**src/bbs_consts.svh**
```systemverilog
// Offsets, field positions, reset values and timing counts of the buck-boost set-point and slew bank
`ifndef BBS_CONSTS_SVH
`define BBS_CONSTS_SVH
`define BBS_ADDR_SETPT 8'h19
`define BBS_ADDR_SLEW 8'h1a
`define BBS_SETPT_RESET 8'h94
`define BBS_SLEW_RESET 8'h06
`define BBS_BIT_PSE 7
`define BBS_BIT_GO 7
`define BBS_BIT_BYPASS 6
`define BBS_SETPT_MAX 6'h34
`define BBS_SLEW_IMMEDIATE 3'h7
`define BBS_CLK_MHZ 200
`define BBS_BLANK_TIME_US 5000
`define BBS_STEP_TIME_US 160
`define BBS_BLANK_CYCLES (`BBS_BLANK_TIME_US * `BBS_CLK_MHZ)
`define BBS_STEP_CYCLES (`BBS_STEP_TIME_US * `BBS_CLK_MHZ)
`endif

```
**src/bbs_pkg.sv**
```systemverilog
// Types of the buck-boost set-point and slew bank
package bbs_pkg;
    typedef enum logic [1:0] {
        BBS_IDLE = 2'b01,
        BBS_RAMP = 2'b10
    } bbs_state_type;
    typedef logic [7:0] bbs_byte_type;
endpackage

```
**src/bbs_bank.sv**
```systemverilog
// Buck-boost set-point register, voltage transition control and monitor blanking
`include "bbs_consts.svh"

module bbs_bank
    import bbs_pkg::*;
#(
    parameter int BLANK_CYCLES = `BBS_BLANK_CYCLES,
    parameter int STEP_CYCLES = `BBS_STEP_CYCLES
) (
    // Clock and reset
    input wire logic core_clk,
    input wire logic nrst,
    input wire logic ce,
    // Register port
    input wire logic wr_en,
    input wire logic rd_en,
    input wire bbs_pkg::bbs_byte_type addr,
    input wire bbs_pkg::bbs_byte_type wr_data,
    output bbs_pkg::bbs_byte_type rd_data,
    // Converters one and two
    input wire logic conv12_setpoint_update,
    input wire logic conv12_ramp_done,
    output logic conv12_ramp_start,
    output logic conv12_ramping,
    output logic conv12_step_tick,
    output logic conv12_immediate,
    output logic [2:0] slew_code,
    // Buck-boost converter
    output logic pulse_skip_enable,
    output logic [5:0] bb_setpoint,
    output logic monitor_blank
);
    import bbs_pkg::*;

    localparam int TW = 20;

    bbs_state_type state;
    bbs_state_type next_state;
    logic go_bit;
    logic trigger_bypass;
    logic next_go_bit;
    logic next_trigger_bypass;
    logic next_pulse_skip_enable;
    logic [5:0] next_bb_setpoint;
    logic [2:0] next_slew_code;
    logic next_ramp_start;
    bbs_byte_type next_rd_data;
    logic wr_setpt;
    logic wr_slew;
    logic go_write;
    logic start;
    logic step_expire;
    logic [TW-1:0] step_period;

    assign wr_setpt = wr_en && (addr == `BBS_ADDR_SETPT);
    assign wr_slew = wr_en && (addr == `BBS_ADDR_SLEW);
    assign go_write = wr_slew && wr_data[`BBS_BIT_GO];
    // Bypass lets an outside set-point change launch the ramp directly
    assign start = go_write || (trigger_bypass && conv12_setpoint_update);

    // Register contents
    always_comb begin
        next_pulse_skip_enable = pulse_skip_enable;
        next_bb_setpoint = bb_setpoint;
        next_slew_code = slew_code;
        next_trigger_bypass = trigger_bypass;
        if (wr_setpt) begin
            next_pulse_skip_enable = wr_data[`BBS_BIT_PSE];
            // Reserved codes would drive the converter out of range, so they are dropped
            if (wr_data[5:0] <= `BBS_SETPT_MAX) begin
                next_bb_setpoint = wr_data[5:0];
            end
        end
        if (wr_slew) begin
            next_trigger_bypass = wr_data[`BBS_BIT_BYPASS];
            next_slew_code = wr_data[2:0];
        end
    end

    always_ff @(posedge core_clk or negedge nrst) begin
        if (!nrst) begin
            pulse_skip_enable <= 1'(`BBS_SETPT_RESET >> `BBS_BIT_PSE);
            bb_setpoint <= 6'(`BBS_SETPT_RESET);
            slew_code <= 3'(`BBS_SLEW_RESET);
            trigger_bypass <= 1'b0;
        end else if (ce) begin
            pulse_skip_enable <= next_pulse_skip_enable;
            bb_setpoint <= next_bb_setpoint;
            slew_code <= next_slew_code;
            trigger_bypass <= next_trigger_bypass;
        end
    end

    // Transition sequencer for converters one and two only
    always_comb begin
        next_state = state;
        next_go_bit = go_bit;
        next_ramp_start = 1'b0;
        case (state)
            BBS_IDLE: begin
                if (start) begin
                    next_state = BBS_RAMP;
                    next_ramp_start = 1'b1;
                end
            end
            BBS_RAMP: begin
                if (conv12_ramp_done) begin
                    next_state = BBS_IDLE;
                    next_go_bit = 1'b0;
                end
            end
            default: begin
                next_state = BBS_IDLE;
            end
        endcase
        // A new trigger in the finishing cycle wins over the self-clear
        if (start && (state == BBS_RAMP)) begin
            next_state = BBS_RAMP;
            next_ramp_start = 1'b1;
        end
        if (go_write) begin
            next_go_bit = 1'b1;
        end
    end

    always_ff @(posedge core_clk or negedge nrst) begin
        if (!nrst) begin
            state <= BBS_IDLE;
            go_bit <= 1'b0;
            conv12_ramp_start <= 1'b0;
        end else if (ce) begin
            state <= next_state;
            go_bit <= next_go_bit;
            conv12_ramp_start <= next_ramp_start;
        end
    end

    assign conv12_ramping = (state == BBS_RAMP);
    assign conv12_immediate = (slew_code == `BBS_SLEW_IMMEDIATE);
    assign step_period = TW'(STEP_CYCLES >> slew_code);
    assign conv12_step_tick = step_expire && conv12_ramping && !conv12_immediate;

    bbs_timer #(.W(TW)) u_step (
        .core_clk(core_clk),
        .nrst(nrst),
        .ce(ce),
        .load(conv12_ramp_start || (step_expire && conv12_ramping)),
        .period(step_period),
        .busy(),
        .expire(step_expire)
    );

    bbs_timer #(.W(TW)) u_blank (
        .core_clk(core_clk),
        .nrst(nrst),
        .ce(ce),
        .load(wr_setpt),
        .period(TW'(BLANK_CYCLES)),
        .busy(monitor_blank),
        .expire()
    );

    // Read data; reserved bits stay zero
    always_comb begin
        next_rd_data = rd_data;
        if (rd_en) begin
            case (addr)
                `BBS_ADDR_SETPT: next_rd_data = {pulse_skip_enable, 1'b0, bb_setpoint};
                `BBS_ADDR_SLEW: next_rd_data = {go_bit, trigger_bypass, 3'h0, slew_code};
                default: next_rd_data = 8'h00;
            endcase
        end
    end

    always_ff @(posedge core_clk or negedge nrst) begin
        if (!nrst) begin
            rd_data <= 8'h00;
        end else if (ce) begin
            rd_data <= next_rd_data;
        end
    end
endmodule

```
**src/bbs_timer.sv**
```systemverilog
// Reloadable down-counter with a one-cycle expiry pulse
module bbs_timer #(
    parameter int W = 20
) (
    // Clock and reset
    input wire logic core_clk,
    input wire logic nrst,
    input wire logic ce,
    // Control
    input wire logic load,
    input wire logic [W-1:0] period,
    // Status
    output logic busy,
    output logic expire
);
    logic [W-1:0] count;
    logic [W-1:0] next_count;

    always_comb begin
        next_count = count;
        if (load) begin
            next_count = period;
        end else if (count != '0) begin
            next_count = count - 1'b1;
        end
    end

    always_ff @(posedge core_clk or negedge nrst) begin
        if (!nrst) begin
            count <= '0;
        end else if (ce) begin
            count <= next_count;
        end
    end

    assign busy = (count != '0);
    // Expiry ignores load, so a caller may reload from the pulse itself without a loop
    assign expire = ce && (count == {{(W-1){1'b0}}, 1'b1});
endmodule

```
**config.mk**
```make
export PLATFORM = sky130hd
export DESIGN_NAME = bbs_bank
export DESIGN_NICKNAME = d
export VERILOG_FILES = /design/src/bbs_pkg.sv /design/src/bbs_bank.sv /design/src/bbs_timer.sv
export VERILOG_INCLUDE_DIRS = /design/src
export SDC_FILE = /design/constraint.sdc
export NUM_CORES = 1
export LEC_CHECK = 0
export ABC_AREA = 1
export CAP_MARGIN = 20
export CELL_PAD_IN_SITES_DETAIL_PLACEMENT = 1
export CELL_PAD_IN_SITES_GLOBAL_PLACEMENT = 1
export CORE_UTILIZATION = 40
export DETAILED_ROUTE_END_ITERATION = 12
export DONT_BUFFER_PORTS = 1
export MAX_ROUTING_LAYER = met4
export PLACE_DENSITY_LB_ADDON = 0.1
export SYNTH_ARGS = -nofsm -noshare
export SYNTH_HDL_FRONTEND = slang
export SYNTH_HIERARCHICAL = 1
export SYNTH_SLANG_ARGS = --single-unit
```
**constraint.sdc**
```tcl
create_clock -name core_clk -period 6.6 [get_ports core_clk]
set_input_delay 1.32 -clock core_clk [delete_from_list [all_inputs] [get_ports core_clk]]
set_output_delay 1.32 -clock core_clk [all_outputs]
set_load 0.01 [all_outputs]
```
==> summary.md, run 1 <==
| Metric | Value |
|---|---|
| Outcome | completed |
| Register Area | 1584 µm² |
| CP required | 5280 ps |
| TritonCTS Buffers | 9 |
| Overflow after GRT | 0 |
| Clk pin slew, worst setup/hold paths | 80 ps |
| Clock tree buffer depth | 2 |
| Via count | 4236 |
| Htree depth | 3 |
| CP endpoint kind | output pin |
| Number of global-route vias before repair | 4502 |
| Skew final | 13.01 ps |
| Max-slew violation count | 0 |
| Routed wire length | 12660 µm |
| CTS tree | done |
| Initial Util | 41.92% |
| Standard-cell rows | 37 |
| Met1 wire length | 6073 µm |
| # Post-CTS Setup Buffers | 0 |
| Hold Crit Class | reg2reg |
| Filler instances | 1476 |
| First-pass GRT wire length | 21490 µm |
| Finish-stage setup viols | 0 |
| Syn avg cell area | 6.468 µm² |
| TNS Setup | 0 ps |
| Core area | 10460 µm² |
| Multi-input gate area | 2497 µm² |
| Die W | 106.7 µm |
| Antenna-violating nets left | 0 |
| Final period demand of the worst path | 3410 ps |
| Clock sinks | 63 |
| Largest net degree at the start of global routing | 64 |
| Mapped cell area | 4385 µm² |
| YS warnings | 6 |
| Pwr Density | 394.1 nW/µm² |
| Die span in y | 106.7 µm |
| Ant. Diodes | 0 |
| DR top layer | met4 |
| Initial antenna violation count | 0 |
| RSZ-0062 raised after global routing | false |
| DP Wirelength | 9367 µm |
| Number of max-cap violations | 0 |
| Routed length on met3 | 489 µm |
| Static leakage | 2.527 nW |
| FMAX | 293.2 MHz |
| Area Growth Syn to Fin | 7.532% |
| Gp weighted congestion | 0.7849 |
| Crit path max fanout | 5 |
| DR DRC count | 0 |
| CTS Hold Bufs | 0 |
| Cell count after synthesis | 678 |
| Setup Crit Path Kind | reg2out |
| Nets@finish | 724 |
| Layout cells sized above 1 | 7.846% |
| Routed len/inst | 15.12 µm |
| DR vias/cell | 5.061 |
| IO Pins | 46 |
| Period utilisation layout | 51.67% |
| Pre-CTS setup slack | 3318 ps |
| Die Area | 11390 µm² |
| Clock Latency Late Sink | 350 ps |
| Critical path arrival | 2090 ps |
| Post-CTS Resized | 0 |
| PnR worst setup slack | 3190 ps |
| Clock root buffer | clkbuf_8 |
| DR pass1 iterations | 4 |
| DRT iter0 DRCs | 193 |
| Setup crit start kind | flop |
| Fin. Hold Viols | 0 |
| Hold WS | 498.6 ps |
| Peak supply drop | 0.0001757 V |
| Port Buffers | 0 |
| DR WL met2 | 5899 µm |
| Gr usage total | 24.82% |
sequential cells by signal, indices dropped and copies added, names as in the netlist:
register / count
u_blank/count: 20
u_step/count: 20
rd_data: 8
bb_setpoint: 6
slew_code: 3
state: 2
conv12_ramp_start: 1
go_bit: 1
pulse_skip_enable: 1
trigger_bypass: 1
final cells by class:
class                   instances  area share [%]
multi-input cells             551           52.96
well taps                     136           3.608
repair buffers                  2          0.3184
clock inverters                 4          0.9552
clock buffers                  12           3.078
inverters                      69           5.492
flip-flops and latches         63           33.59
stage by stage:
stage | power [W] | utilization [%] | cell area [µm²] | std cells
finish | 0.001859 | 45.07 | 4716 | 837
global placement | 0.001473 | 43.26 | 4526 | 821
global route | 0.002042 | 45.07 | 4716 | 837
CTS | 0.001871 | 45.07 | 4716 | 837
floorplan | 0.001289 | - | 4476 | 702
detailed placement | 0.001516 | 43.26 | 4526 | 821
critical path, stage by stage (launching register included):
cell and delay (ps):
dfrtp_1 430, nor2_1 150, nand2_1 170, nor2_1 300, nand3_1 120, nor2_1 110, inv_1 60, nor3_1 400
cell usage in the layout (no fill, tap or decap), drive strengths merged:
cell type	n
nand2	282
nor2	98
inv	68
dfrtp	57
nand3	57
o21ai	37
conb	26
clkbuf	12
nand4	11
a21oi	10
a31oi	6
dfstp	6
xor2	6
nor3	6
ha	5
clkinv	4
mux2i	2
nand3b	2
buf	2
o211ai	1
or2	1
o31ai	1
bufinv	1
worst paths after layout:
| path | from | endpoint | slack (ps) | cells after the start |
|---|---|---|---|---|
| max | u_step/count[6]$_DFFE_PN0P_ | conv12_step_tick | 3190 | 7 |
| min | state[1]$_DFFE_PN0P_ | state[1]$_DFFE_PN0P_ | 500 | 2 |
| max reg2reg | u_step/count[6]$_DFFE_PN0P_ | u_step/count[7]$_DFFE_PN0P_ | 3670 | 14 |
| min reg2reg | state[1]$_DFFE_PN0P_ | state[1]$_DFFE_PN0P_ | 500 | 2 |
| max in group asynchronous | nrst | state[0]$_DFFE_PN1P_ | 5720 | 0 |
| min in group asynchronous | nrst | u_step/count[11]$_DFFE_PN0P_ | 650 | 0 |
where the power goes:
part           switching, W  leakage [nW]  internal, W
sequential         0.000140         0.796     0.000504
clock              0.000158         0.100     0.000183
combinational      0.000597          1.63     0.000277
layer usage:
metal  vias up  track usage (%)
li1       2126                -
met4         0            7.339
met1      2027            31.67
met5         -                -
met2        67            39.91
met3        16            5.046
No activity file was read; power rests on OpenSTA's default activity.
==> run 2, diff against run 1 <==
clock period = 3.32 ns   (was 6.6 ns; I/O delays follow)
==> run 2 against run 1 <==
Clock power grew 86%. Register-to-register slack lost 3000 ps. Largest power group unchanged. Final area grew 0.45%.
==> summary.md, run 2 (synthesis gave the netlist of run 1 again) <==
| Metric | Value |
|---|---|
| Routed wire length | 12400 µm |
| CP most frequent cell | nor2_1 |
| Nets@finish | 725 |
| Buffers & Inverters on Critical Path | 1 |
| Core area | 10460 µm² |
| Ant. Diodes | 0 |
| Cell family with most CP delay | simple AND/OR/NAND/NOR gates |
| Most common cell after layout, fill and taps aside | nand2_1 |
| CP endpoint kind | output pin |
| DP Wirelength | 8900 µm |
| Finish-stage setup viols | 0 |
| Finished Cell Area | 4737 µm² |
| Hold Crit Class | in2async |
| DR vias/cell | 5.075 |
| Cell chain of the critical path | nor2_1, nand2_1, nor2_1, nand3_1, nor2_1, inv_1, nor3_1 |
| Antenna-violating nets left | 0 |
| Die span in y | 106.7 µm |
| Layout cells sized above 1 | 8.262% |
| DR pass1 iterations | 4 |
| Die W | 106.7 µm |
| Initial Util | 41.92% |
| Placed instance area | 4526 µm² |
| CTS Hold Bufs | 1 |
| Fin. Hold Viols | 0 |
| Crit path max fanout | 5 |
| Clock sinks | 63 |
| Overflow after GRT | 0 |
| Htree depth | 3 |
| R2R Path End | u_step/count[12]$_DFFE_PN0P_ |
| Gr usage total | 24.45% |
| Peak supply drop | 0.0002595 V |
| First-pass GRT wire length | 21360 µm |
| Gp weighted congestion | 0.8305 |
| TritonCTS Buffers | 9 |
| Critical path arrival | 2100 ps |
| Critical Path Source | u_step/count[6]$_DFFE_PN0P_ |
| IO Pins | 46 |
| Worst path slowest cell | dfrtp_1 |
| Clock tree buffer depth | 2 |
| DR DRC count | 0 |
| Met1 wire length | 6169 µm |
| Reg2reg start | u_step/count[6]$_DFFE_PN0P_ |
| Max-slew violation count | 0 |
| Standard-cell rows | 37 |
| Clock Latency Late Sink | 350 ps |
| Number of max-cap violations | 0 |
| DR top layer | met4 |
| Number of global-route vias before repair | 4464 |
| Via count | 4253 |
| Top flop regs | u_blank/count (20), u_step/count (20), rd_data (8) |
| Largest stage delay, worst path | 430 ps |
| Die Area | 11390 µm² |
| Area Growth Syn to Fin | 8.017% |
| # Post-CTS Setup Buffers | 0 |
| R2r setup slk | 670 ps |
| Outcome | completed |
| Post-CTS Resized | 0 |
| Routed len/inst | 14.79 µm |
| Final Total Pwr | 0.003653 W |
| Port Buffers | 0 |
| RSZ-0062 raised after global routing | false |
| CP required | 2660 ps |
| Static leakage | 2.528 nW |
| Core Util, Final | 45.28% |
| Routed length on met3 | 431 µm |
| FMAX | 361.7 MHz |
| Skew final | 6.500 ps |
| Initial antenna violation count | 0 |
| TNS Setup | 0 ps |
| Pwr Density | 771.1 nW/µm² |
| DR WL met2 | 5605 µm |
| Setup Crit Path Kind | reg2out |
| Most frequent cells in the layout | nand2_1, nor2_1, inv_1 |
| Largest net degree at the start of global routing | 58 |
| Period utilisation layout | 83.27% |
| Setup crit start kind | flop |
| Clk pin slew, worst setup/hold paths | 80 ps |
| DRT iter0 DRCs | 199 |
| CTS tree | done |
| R2R depth | 13 |
| Final period demand of the worst path | 2765 ps |
| Clock root buffer | clkbuf_8 |
## run 2: changes by cell type in the layout (fill, tap and decap cells not counted), sizes merged
| cell | delta |
|---|---|
| buf | +1 |
| bufinv | -1 |
| clkinv | +1 |
| clkbuf | -2 |
| clkinvlp | +2 |
## run 2: layout make-up
| cell class | instances | area (µm²) |
|---|---|---|
| Inverter | 69 | 259.0 |
| Fill cell | 1438 | 5725 |
| Multi-Input combinational cell | 551 | 2497 |
| Clock inverter | 6 | 46.29 |
| Sequential cell | 63 | 1584 |
| Tap cell | 136 | 170.2 |
| Clock buffer | 10 | 137.6 |
| Timing Repair Buffer | 3 | 42.54 |
## run 2: metrics by stage
step | hold WS, ps | setup slack, ps | instances
2_1_floorplan | 368.4 | 1119 | 702
3_3_place_gp | 370.4 | 819.2 | 821
3_5_place_dp | 370.2 | 755.1 | 821
4_1_cts | 131.9 | 546.6 | 838
5_1_grt | 125.5 | 402.6 | 838
6_report | 149.7 | 555.4 | 838
## run 2: routing by layer
| layer | vias up | global-route usage (%) |
|---|---|---|
| li1 | 2137 | - |
| met1 | 2030 | 32.12 |
| met2 | 69 | 38.43 |
| met3 | 17 | 4.073 |
| met4 | 0 | 8.121 |
| met5 | - | - |
## run 2: worst reg2reg max path: stages (launching register included)
cell and delay [ps]:
dfrtp_1 430, nor2_1 160, nand2_1 150, nor2_1 250, nand3_1 130, nor2_1 130, inv_1 80, o21ai_1 200
inv_2 240, nand4_4 190, nand2_4 220, inv_2 260, nand2_1 90, nand2_1 60
## run 2: report_power, final
part | switching, W | internal (W) | total [W]
clock | 0.000340 | 0.000293 | 0.000634
combinational | 0.00119 | 0.000554 | 0.00174
sequential | 0.000278 | 0.00100 | 0.00128
total | 0.00181 | 0.00185 | 0.00365
## run 2: worst max-delay path by stage
stage,to,cells past startpoint
floorplan,u_step/count[4]$_DFFE_PN0P_,15
global placement,u_step/count[5]$_DFFE_PN0P_,13
detailed placement,u_step/count[5]$_DFFE_PN0P_,13
CTS,conv12_step_tick,7
global route,conv12_step_tick,7
finish,conv12_step_tick,7
